### src/hw/flash_front_consts.vh
// opcodes, status field positions and sizes for the serial flash front end
`ifndef FLASH_FRONT_CONSTS_VH
`define FLASH_FRONT_CONSTS_VH

`define OP_WRITE_STATUS    8'h01
`define OP_WRITE_BYTES     8'h02
`define OP_READ_BYTES      8'h03
`define OP_WRITE_DISABLE   8'h04
`define OP_READ_STATUS     8'h05
`define OP_WRITE_ENABLE    8'h06
`define OP_ERASE_SUBSECTOR 8'h20
`define OP_ERASE_SECTOR    8'hD8
`define OP_ERASE_BULK      8'hC7
`define OP_ERASE_DIE       8'hC4
`define OP_WIDE_ENTRY      8'hB7
`define OP_WIDE_EXIT       8'hE9

`define STATUS_RESET       8'h00
`define SR_WIP             0
`define SR_WEL             1
`define SR_BP0             2
`define SR_BP1             3
`define SR_BP2             4
`define SR_TB              5
`define SR_BP3             6
`define SR_SPARE           7

`define ADDR_BYTES_NARROW  2'h2
`define ADDR_BYTES_WIDE    2'h3
`define SECTOR_MSB         25
`define SECTOR_LSB         16
`define SECTOR_TOTAL       11'h400
`define PROTECT_ALL_LEVEL  4'hB
`define IDLE_READ_BYTE     8'hFF

`endif

### src/hw/pin_sync.v
// two-flop synchroniser for pins from the serial link
`timescale 1ns/10ps
`default_nettype none

module pin_sync #(
  parameter WIDTH     = 1,
  parameter RESET_VAL = 1'b0
) (
  input  wire             clk_sys,
  input  wire             rst_n,
  input  wire [WIDTH-1:0] d,
  output reg  [WIDTH-1:0] q
);

  reg [WIDTH-1:0] meta_reg;

  always @(posedge clk_sys)
  begin
    if (!rst_n)
    begin
      meta_reg <= {WIDTH{RESET_VAL}};
      q        <= {WIDTH{RESET_VAL}};
    end
    else
    begin
      meta_reg <= d;
      q        <= meta_reg;
    end
  end

endmodule // pin_sync

`default_nettype wire

### src/hw/read_buffer.v
// two-entry valid/ready buffer for read bytes
`timescale 1ns/10ps
`default_nettype none

module read_buffer #(
  parameter WIDTH = 8
) (
  input  wire             clk_sys,
  input  wire             rst_n,
  input  wire             in_valid,
  input  wire [WIDTH-1:0] in_data,
  output reg              in_ready,
  output wire             out_valid,
  output wire [WIDTH-1:0] out_data,
  input  wire             out_ready
);

  reg [WIDTH-1:0] head_reg;
  reg [WIDTH-1:0] tail_reg;
  reg [1:0]       cnt_reg;
  reg [1:0]       cnt_next;
  wire            push;
  wire            pop;

  assign out_valid = (cnt_reg != 2'h0);
  assign out_data  = head_reg;
  assign push      = in_valid & in_ready;
  assign pop       = out_valid & out_ready;

  always @*
  begin
    cnt_next = cnt_reg;
    if (push & !pop)
      cnt_next = cnt_reg + 2'h1;
    else if (pop & !push)
      cnt_next = cnt_reg - 2'h1;
  end

  always @(posedge clk_sys)
  begin
    if (!rst_n)
    begin
      head_reg <= {WIDTH{1'b0}};
      tail_reg <= {WIDTH{1'b0}};
      cnt_reg  <= 2'h0;
      in_ready <= 1'b1;
    end
    else
    begin
      cnt_reg  <= cnt_next;
      in_ready <= (cnt_next != 2'h2);
      if (pop)
        head_reg <= (cnt_reg == 2'h2) ? tail_reg : in_data;
      else if (push & (cnt_reg == 2'h0))
        head_reg <= in_data;
      if (push & !pop & (cnt_reg == 2'h1))
        tail_reg <= in_data;
    end
  end

endmodule // read_buffer

`default_nettype wire

### src/hw/flash_cmd_front_end.v
// serial command front end: framing, addressing mode and status flags
`timescale 1ns/10ps
`default_nettype none
`include "flash_front_consts.vh"

// What this block does and what its host must do
// RQ1: bytes travel most significant bit first
// RQ2: select low, bits taken on clock rise
// RQ3: host sends opcode then address, data
// RQ4: host ends non-read frames after last bit
// RQ5: read shifts data out until select rises
// RQ6: host ends writes, erases on byte boundary
// RQ7: non-boundary end discards write or erase
// RQ8: memory access rejected while cycle runs
// RQ9: three-byte addresses until wide mode entered
// RQ10: wide mode decodes full 32-bit address
// RQ11: host enters wide mode for big arrays
// RQ12: entry op is immediate and kept persistently
// RQ13: only exit op returns to three bytes
// RQ14: 1024 sectors, top subsector ends 3FFFFFF
// RQ15: protect level bits 6,4:2 reset zero
// RQ16: bit 5 picks bottom or top origin
// RQ17: write latch bit 1 gates writes, erases
// RQ18: bit 0 high while internal cycle runs
// RQ19: bulk erase needs zero level; region blocked
// RQ20: highest level bit only on large variants
// RQ21: select high clears shift state, counter
module flash_cmd_front_end (
  input  wire        clk_sys,
  input  wire        rst_n,
  input  wire        select_low_line,
  input  wire        serial_shift_clock,
  input  wire        data_in,
  output reg         data_out,
  output reg         data_oe_n,
  output reg         cmd_valid,
  output reg  [7:0]  cmd_op,
  output reg  [31:0] cmd_addr,
  output reg         cmd_reject,
  output reg         wr_valid,
  output reg  [7:0]  wr_data,
  output reg         wide_mode,
  input  wire        persist_wide_in,
  input  wire        op_done,
  input  wire        rd_in_valid,
  input  wire [7:0]  rd_in_data,
  output wire        rd_in_ready
);

  localparam ST_OP    = 6'b000001;
  localparam ST_ADDR  = 6'b000010;
  localparam ST_WDATA = 6'b000100;
  localparam ST_RDOUT = 6'b001000;
  localparam ST_SROUT = 6'b010000;
  localparam ST_WAIT  = 6'b100000;
  localparam [7:0] STATUS_INIT = `STATUS_RESET;

  wire [2:0]  pins_q;
  wire        sel_n;
  wire        sclk;
  wire        din;
  reg         sclk_prev_reg;
  reg         sel_prev_reg;
  reg         init_reg;
  reg  [5:0]  state_reg;
  reg  [2:0]  bitcnt_reg;
  reg  [7:0]  shift_reg;
  reg  [7:0]  out_shift_reg;
  reg  [7:0]  op_reg;
  reg  [31:0] addr_reg;
  reg  [1:0]  addr_cnt_reg;
  reg         done_reg;
  reg  [7:0]  wrsr_byte_reg;
  reg  [7:2]  sr_reg;
  reg         wel_reg;
  reg         wip_reg;

  wire        sclk_rise;
  wire        sclk_fall;
  wire        frame_end;
  wire [7:0]  byte_next;
  wire [31:0] addr_next;
  wire [7:0]  status_byte;
  wire [3:0]  level;
  wire [9:0]  sector;
  reg  [10:0] prot_count;
  wire        prot_hit;
  wire        last_addr_byte;
  wire        is_prog_op;
  wire        is_addr_op;
  wire        buf_valid;
  wire [7:0]  buf_data;
  wire        pop_now;
  wire [7:0]  next_out;

  pin_sync #(
    .WIDTH     (3),
    .RESET_VAL (1'b1)
  ) u_sync (
    .clk_sys (clk_sys),
    .rst_n   (rst_n),
    .d       ({select_low_line, serial_shift_clock, data_in}),
    .q       (pins_q)
  );

  assign sel_n     = pins_q[2];
  assign sclk      = pins_q[1];
  assign din       = pins_q[0];
  assign sclk_rise = !sel_n & sclk & !sclk_prev_reg; // RQ2
  assign sclk_fall = !sel_n & !sclk & sclk_prev_reg;
  assign frame_end = sel_n & !sel_prev_reg;
  assign byte_next = {shift_reg[6:0], din}; // RQ1
  assign addr_next = {addr_reg[23:0], byte_next};

  // bit 7 is a plain read/write bit; bits 6..2 are protection
  assign status_byte = {sr_reg, wel_reg, wip_reg};
  assign level = {sr_reg[`SR_BP3], sr_reg[`SR_BP2],
                  sr_reg[`SR_BP1], sr_reg[`SR_BP0]}; // RQ15 RQ20
  assign sector = addr_next[`SECTOR_MSB:`SECTOR_LSB]; // RQ14

  // level n protects 2^(n-1) sectors, saturating at the whole array
  always @*
  begin
    prot_count = 11'h000;
    if (level >= `PROTECT_ALL_LEVEL)
      prot_count = `SECTOR_TOTAL;
    else if (level != 4'h0)
      prot_count = 11'h001 << (level - 4'h1);
  end

  // RQ16 RQ19
  assign prot_hit = sr_reg[`SR_TB] ?
                    ({1'b0, sector} < prot_count) :
                    ({1'b0, sector} >= (`SECTOR_TOTAL - prot_count));

  // RQ9 RQ10
  assign last_addr_byte = (addr_cnt_reg ==
                          (wide_mode ? `ADDR_BYTES_WIDE
                                     : `ADDR_BYTES_NARROW));

  assign is_addr_op = (op_reg == `OP_WRITE_BYTES) |
                      (op_reg == `OP_ERASE_SECTOR) |
                      (op_reg == `OP_ERASE_SUBSECTOR);
  assign is_prog_op = is_addr_op |
                      (op_reg == `OP_WRITE_STATUS) |
                      (op_reg == `OP_ERASE_BULK) |
                      (op_reg == `OP_ERASE_DIE);

  // only pop at the start of an output byte; an empty buffer
  // sends idle ones, so the array must keep ahead of the host
  assign pop_now  = sclk_fall & (state_reg == ST_RDOUT) &
                    (bitcnt_reg == 3'h0);
  assign next_out = buf_valid ? buf_data : `IDLE_READ_BYTE;

  // outside a read, drain so stale bytes never reach the next one
  read_buffer #(
    .WIDTH (8)
  ) u_buf (
    .clk_sys   (clk_sys),
    .rst_n     (rst_n),
    .in_valid  (rd_in_valid),
    .in_data   (rd_in_data),
    .in_ready  (rd_in_ready),
    .out_valid (buf_valid),
    .out_data  (buf_data),
    .out_ready (pop_now | (state_reg != ST_RDOUT))
  );

  always @(posedge clk_sys)
  begin
    if (!rst_n)
    begin
      sclk_prev_reg <= 1'b0;
      sel_prev_reg  <= 1'b1;
      init_reg      <= 1'b0;
      state_reg     <= ST_OP;
      bitcnt_reg    <= 3'h0;
      shift_reg     <= 8'h00;
      out_shift_reg <= 8'h00;
      op_reg        <= 8'h00;
      addr_reg      <= 32'h0000_0000;
      addr_cnt_reg  <= 2'h0;
      done_reg      <= 1'b0;
      wrsr_byte_reg <= 8'h00;
      sr_reg        <= STATUS_INIT[7:2];
      wel_reg       <= 1'b0;
      wip_reg       <= 1'b0;
      data_out      <= 1'b1;
      data_oe_n     <= 1'b1;
      cmd_valid     <= 1'b0;
      cmd_op        <= 8'h00;
      cmd_addr      <= 32'h0000_0000;
      cmd_reject    <= 1'b0;
      wr_valid      <= 1'b0;
      wr_data       <= 8'h00;
      wide_mode     <= 1'b0;
    end
    else
    begin
      sclk_prev_reg <= sclk;
      sel_prev_reg  <= sel_n;
      cmd_valid     <= 1'b0;
      cmd_reject    <= 1'b0;
      wr_valid      <= 1'b0;
      // the mode stored in the array is taken once after reset
      init_reg <= 1'b1;
      if (!init_reg)
        wide_mode <= persist_wide_in; // RQ12
      // clear first so a commit in the same cycle wins
      if (op_done)
        wip_reg <= 1'b0; // RQ18
      if (sel_n)
      begin
        state_reg    <= ST_OP; // RQ21
        bitcnt_reg   <= 3'h0;
        shift_reg    <= 8'h00;
        addr_reg     <= 32'h0000_0000;
        addr_cnt_reg <= 2'h0;
        done_reg     <= 1'b0;
        data_oe_n    <= 1'b1;
        if (frame_end & done_reg & (bitcnt_reg == 3'h0))
        begin
          if (op_reg == `OP_WRITE_ENABLE)
            wel_reg <= 1'b1;
          else if (op_reg == `OP_WRITE_DISABLE)
            wel_reg <= 1'b0;
          else if (op_reg == `OP_WIDE_ENTRY)
            wide_mode <= 1'b1; // RQ12
          else if (op_reg == `OP_WIDE_EXIT)
            wide_mode <= 1'b0; // RQ13
          else if (is_prog_op)
          begin
            if (op_reg == `OP_WRITE_STATUS)
              sr_reg <= wrsr_byte_reg[7:2]; // RQ15
            wel_reg   <= 1'b0;
            wip_reg   <= 1'b1; // RQ18
            cmd_valid <= 1'b1;
            cmd_op    <= op_reg;
          end
        end
        else if (frame_end & done_reg & is_prog_op)
          cmd_reject <= 1'b1; // RQ7
      end
      else if (sclk_rise)
      begin
        shift_reg  <= byte_next;
        bitcnt_reg <= bitcnt_reg + 3'h1;
        if (bitcnt_reg == 3'h7)
        begin
          case (state_reg)
            ST_OP:
            begin
              op_reg    <= byte_next;
              state_reg <= ST_WAIT;
              if ((byte_next == `OP_WRITE_ENABLE) |
                  (byte_next == `OP_WRITE_DISABLE) |
                  (byte_next == `OP_WIDE_ENTRY) |
                  (byte_next == `OP_WIDE_EXIT))
                done_reg <= 1'b1;
              else if (byte_next == `OP_READ_STATUS)
                state_reg <= ST_SROUT;
              else if (byte_next == `OP_READ_BYTES)
              begin
                if (wip_reg)
                  cmd_reject <= 1'b1; // RQ8
                else
                  state_reg <= ST_ADDR;
              end
              else if ((byte_next == `OP_WRITE_BYTES) |
                       (byte_next == `OP_ERASE_SECTOR) |
                       (byte_next == `OP_ERASE_SUBSECTOR) |
                       (byte_next == `OP_WRITE_STATUS))
              begin
                if (wip_reg | !wel_reg)
                  cmd_reject <= 1'b1; // RQ8 RQ17
                else if (byte_next == `OP_WRITE_STATUS)
                  state_reg <= ST_WDATA;
                else
                  state_reg <= ST_ADDR;
              end
              else if ((byte_next == `OP_ERASE_BULK) |
                       (byte_next == `OP_ERASE_DIE))
              begin
                if (wip_reg | !wel_reg | (level != 4'h0))
                  cmd_reject <= 1'b1; // RQ17 RQ19
                else
                  done_reg <= 1'b1;
              end
              else
                cmd_reject <= 1'b1;
            end
            ST_ADDR:
            begin
              addr_reg     <= addr_next; // RQ10
              addr_cnt_reg <= addr_cnt_reg + 2'h1;
              if (last_addr_byte)
              begin
                cmd_addr <= addr_next;
                if (op_reg == `OP_READ_BYTES)
                begin
                  // reads start at once; no select edge follows
                  cmd_valid <= 1'b1; // RQ5
                  cmd_op    <= op_reg;
                  state_reg <= ST_RDOUT;
                end
                else if (prot_hit)
                begin
                  cmd_reject <= 1'b1; // RQ19
                  state_reg  <= ST_WAIT;
                end
                else if (op_reg == `OP_WRITE_BYTES)
                  state_reg <= ST_WDATA;
                else
                begin
                  done_reg  <= 1'b1;
                  state_reg <= ST_WAIT;
                end
              end
            end
            ST_WDATA:
            begin
              done_reg <= 1'b1;
              if (op_reg == `OP_WRITE_STATUS)
              begin
                wrsr_byte_reg <= byte_next;
                state_reg     <= ST_WAIT;
              end
              else
              begin
                wr_valid <= 1'b1;
                wr_data  <= byte_next;
              end
            end
            default:
            begin
              state_reg <= state_reg;
            end
          endcase
        end
      end
      else if (sclk_fall &
               ((state_reg == ST_RDOUT) | (state_reg == ST_SROUT)))
      begin
        data_oe_n <= 1'b0;
        if (bitcnt_reg == 3'h0)
        begin
          if (state_reg == ST_SROUT)
          begin
            data_out      <= status_byte[7]; // RQ1
            out_shift_reg <= {status_byte[6:0], 1'b0};
          end
          else
          begin
            data_out      <= next_out[7]; // RQ5
            out_shift_reg <= {next_out[6:0], 1'b0};
          end
        end
        else
        begin
          data_out      <= out_shift_reg[7];
          out_shift_reg <= {out_shift_reg[6:0], 1'b0};
        end
      end
    end
  end

endmodule // flash_cmd_front_end

`default_nettype wire

### config.mk
export PLATFORM = sky130hd
export DESIGN_NAME = flash_cmd_front_end
export DESIGN_NICKNAME = d
export VERILOG_FILES = /design/src/hw/pin_sync.v /design/src/hw/read_buffer.v /design/src/hw/flash_cmd_front_end.v
export VERILOG_INCLUDE_DIRS = /design/src /design/src/hw
export SDC_FILE = /design/constraint.sdc
export NUM_CORES = 1
export LEC_CHECK = 0
export ABC_CLOCK_PERIOD_IN_PS = 3810
export BUFFER_PORTS_ARGS = -buffer_cell sky130_fd_sc_hd__buf_4
export CORE_ASPECT_RATIO = 1.2
export CORE_UTILIZATION = 50
export CTS_BUF_LIST = sky130_fd_sc_hd__clkbuf_16
export CTS_CLUSTER_DIAMETER = 30
export DETAILED_ROUTE_END_ITERATION = 7
export PLACE_DENSITY = 0.69
export REMOVE_ABC_BUFFERS = 1
export SYNTH_ARGS = -nofsm -noshare
export SYNTH_HDL_FRONTEND = slang
export SYNTH_SLANG_ARGS = --single-unit
### constraint.sdc
create_clock -name clk_sys -period 3.81 [get_ports clk_sys]
set_input_delay 0.1905 -clock clk_sys [delete_from_list [all_inputs] [get_ports clk_sys]]
set_output_delay 0.1905 -clock clk_sys [all_outputs]
set_load 0.005 [all_outputs]
==> flow_metrics.tcl <==
set metrics [dict create \
    clkTransAtPathRegs_ns 0.06 \
    grt_pass1_vias 5437 \
    drt-initial-drc-count 457 \
    synth_seq_cells 154 \
    leakagePower_nw 3.19 \
    synth_seq_area_share_pct 42.7 \
    worstPathRequired_ns 4.13 \
    fin_crit_ns 3.28 \
    cts_buffers 17 \
    synth_area_um2 7220 \
    place.gp.congestion 0.939 \
    synthFlopType "dfxtp_1" \
    drv_cap 0 \
    io_buffer_count 70 \
    fin_setup_tns_ns 0 \
    fmax_mhz 305 \
    grt_pass1_wl_um 27100 \
    worst_clock_skew_ns 0.00787 \
    grt_max_degree 85 \
    ys_warn_count 0 \
    boundaryPins 71 \
    cts_tree "yes" \
    powerDensity_nw_per_um2 473 \
    syn_inst 862 \
    vdd_drop_max_v 0.000401 \
    swShare_pct 22.5 \
    drt-total-wl_um 16600 \
    route.detailed.drc 5 \
    synth_top_area_share_pct 42.7 \
    end_kind "register" \
    maxSlewViolCount 0 \
    synth_edf_count 0 \
    endpoint "state_reg[5]$_SDFFE_PP0P_" \
    async_flop_share_pct 0 \
    dr.pass1.iters 7 \
    p_int_mw 3.11 \
    yosys.area.top_type "dfxtp_1" \
    via_count 5987 \
    cp_data_arrival_time_ns 3.60 \
    worst_slack_ns 0.529 \
    ant_nets 0 \
    clk-insertion-delay-late_ns 0.43 \
    grt-ovfl-total 0 \
    core_area_um2 13900 \
    largest_reg_flops 32 \
    violations "design-rule violations" \
    drive_gt1_share_pct 14.9 \
    nFillCells 1245 \
    path_cells "nand2b_1 > nor3_1 > inv_1 > ha_1 > nor2_1 > a22o_1 > ha_1 > o21a_1 > nor2_1 > o41ai_1 > o211ai_1 > a41o_1 > a311oi_1" \
    floorplan.initialDensity_pct 51.8 \
    cts_buffer_depth 2 \
    via_per_inst 5.50 \
    start_kind "register" \
    slowest_stage "dfxtp_1" \
    startpoint "sr_reg[3]$_SDFFE_PN0P_" \
    reg2reg_slack_ns 0.53 \
    max-slew-margin-rel_pct 41.6 \
    antenna_found_initial 0 \
    hold_viol 0 \
    path_class "register to register" \
    yosysUniqueCellTypes 73 \
    cts_root_buffer "clkbuf_16" \
    path_max_fanout 16 \
    grt_usage_pct 22.8 \
    status "finished, violations left" \
    syn_to_final_growth_pct 17.4 \
    reg2reg_from "sr_reg[3]$_SDFFE_PN0P_" \
    synth.avg_cell_area_um2 8.38 \
    dieHeight_um 134 \
    setup_viol 0 \
    cts_setup_buffers 0 \
    r2r_cells 13 \
    clkPwrFrac_pct 49.2 \
    switchingPower_mw 0.903 \
    cts.sink_count 154 \
    critical_path.max_stage_delay_ns 0.60 \
    r2r-end "state_reg[5]$_SDFFE_PP0P_" \
    dieWidth_um 112 \
    ctsHtreeMaxLevel 4 \
    rows 47 \
    hold_path.class "primary input to register" \
    seqPwrFrac_pct 42.4 \
    post_drt_wl_per_cell_um 15.2 \
    finalCritPeriodShare_pct 86.1 \
    pre_cts_slack_ns 0.644 \
    p_comb_share_pct 8.4 \
    hpwlAfterDp_um 11300 \
    diodes 0 \
    rsz0062_at_grt "false" \
    final_nets 946 \
    tightest_slew_ns 0.876 \
    synth_area_leaders "dfxtp_1 43%, nand2_1 8.8%, mux2i_1 6.7%" \
    die_area_um2 14900 \
]
==> metrics by stage <==
step	area [µm²]	std cells	hold slack (ns)	util (%)	total power [mW]
2_1_floorplan	6960	805	0.218	-	1.99
3_3_place_gp	7740	1051	0.374	55.5	2.07
6_report	8480	1088	0.00595	60.9	4.02
4_1_cts	8480	1088	0.00249	60.9	4.04
5_1_grt	8480	1088	0.0213	60.9	4.16
3_5_place_dp	7740	1051	0.377	55.5	2.07
==> cell families after synthesis <==
kind of cell	after synthesis	share of synthesized area, %
adder cells (fa/ha/maj)	29	4.94
multiplexers	48	6.65
AO/OA/AOI/OAI	162	13.5
AND/OR/NAND/NOR	389	26.7
flip-flops	154	42.7
XOR/XNOR	10	1.21
buffers and inverters	70	4.30
==> final cells by class <==
cell class	instances	area [µm²]	share of cell area, %
clock buffers	17	425	5.01
clock inverters	15	269	3.17
inverters	13	48.8	0.575
multi-input cells	638	3830	45.2
flip-flops and latches	154	3080	36.3
well taps	171	214	2.52
repair buffers	80	613	7.23
==> cells in the final DEF (no fill, tap or decap), types with 3 or more instances in the layout <==
master / netlist / final
a21o_1: 3 / 3
nor2_1: 75 / 75
nor3_4: 3 / 3
bufinv_16: 0 / 7
mux2i_1: 48 / 48
clkinvlp_4: 0 / 3
ha_1: 26 / 26
a22o_1: 8 / 8
xor2_1: 4 / 4
or3b_2: 3 / 3
a21oi_1: 94 / 94
a211oi_1: 10 / 10
o21ai_0: 20 / 20
nand2b_1: 12 / 12
a31oi_1: 4 / 4
nor4_1: 5 / 5
nor2b_1: 17 / 17
dlygate4sd3_1: 0 / 5
and2_1: 8 / 8
o211ai_1: 4 / 4
xnor2_1: 6 / 6
nor3_1: 32 / 32
nand3_1: 16 / 16
dfxtp_1: 154 / 154
nand2_1: 169 / 169
buf_4: 1 / 75
nor3b_1: 3 / 3
clkbuf_16: 0 / 17
nand4_1: 8 / 8
inv_1: 12 / 12
==> worst max-delay path: cells and delay by family (launching register included) <==
kind,cells,cell delay [ns]
buffers and inverters,1,0.08
adders and majority gates,2,0.57
AOI/OAI and AO/OA,6,1.52
and+or+nand+nor,4,0.40
DFF,1,0.60
==> per-layer routing <==
metal | routed length (µm) | GRT usage, % | vias to the layer above
met3 | 573 | 3.69 | 33
met5 | 0 | 0 | -
li1 | - | - | 3049
met2 | 8240 | 39.3 | 136
met4 | 381 | 9.38 | 0
met1 | 7370 | 28.2 | 2769
==> Yosys cell counts (all sizes together) (4+ instances only) <==
library cell	n
buf	21
nand2b	12
or3b	5
mux2i	48
ha	26
a21oi	94
dfxtp	154
inv	12
xor2	4
nor3	36
o21ai	20
nor2	78
xnor2	6
and2	9
nor3b	5
a22o	8
nand4	8
a31oi	4
clkbuf	36
o211ai	4
nor4	9
nor2b	18
a211oi	10
nand3	17
or2	4
nand2	171
==> power by group through the flow <==
| stage | logic (mW) | clock network (mW) | registers (mW) |
|---|---|---|---|
| after CTS | 0.342 | 2.00 | 1.70 |
| after global placement | 0.332 | 0 | 1.73 |
| after floorplan | 0.261 | 0 | 1.73 |
| final | 0.339 | 1.98 | 1.70 |
| after global routing | 0.388 | 2.07 | 1.71 |
| after detailed placement | 0.335 | 0 | 1.74 |
==> worst min-delay path by stage <==
stage | start | to | slack (ns) | cells past startpoint
3_3_place_gp | select_low_line | u_sync.meta_reg[2]$_SDFF_PN1_ | 0.37 | 2
3_5_place_dp | select_low_line | u_sync.meta_reg[2]$_SDFF_PN1_ | 0.38 | 2
4_1_cts | rd_in_data[1] | u_buf.tail_reg[1]$_SDFFE_PN0P_ | 0.002 | 3
2_1_floorplan | rst_n | init_reg$_DFF_P_ | 0.22 | 0
6_report | rd_in_data[5] | u_buf.tail_reg[5]$_SDFFE_PN0P_ | 0.006 | 3
5_1_grt | rd_in_data[2] | u_buf.tail_reg[2]$_SDFFE_PN0P_ | 0.02 | 3
==> repair_timing <==
item                                   CTS  global route
resized for setup                        0             0
endpoints found under the hold margin    5             0
hold buffers                             5             0
Note: power is estimated with default switching activity, not from simulation.
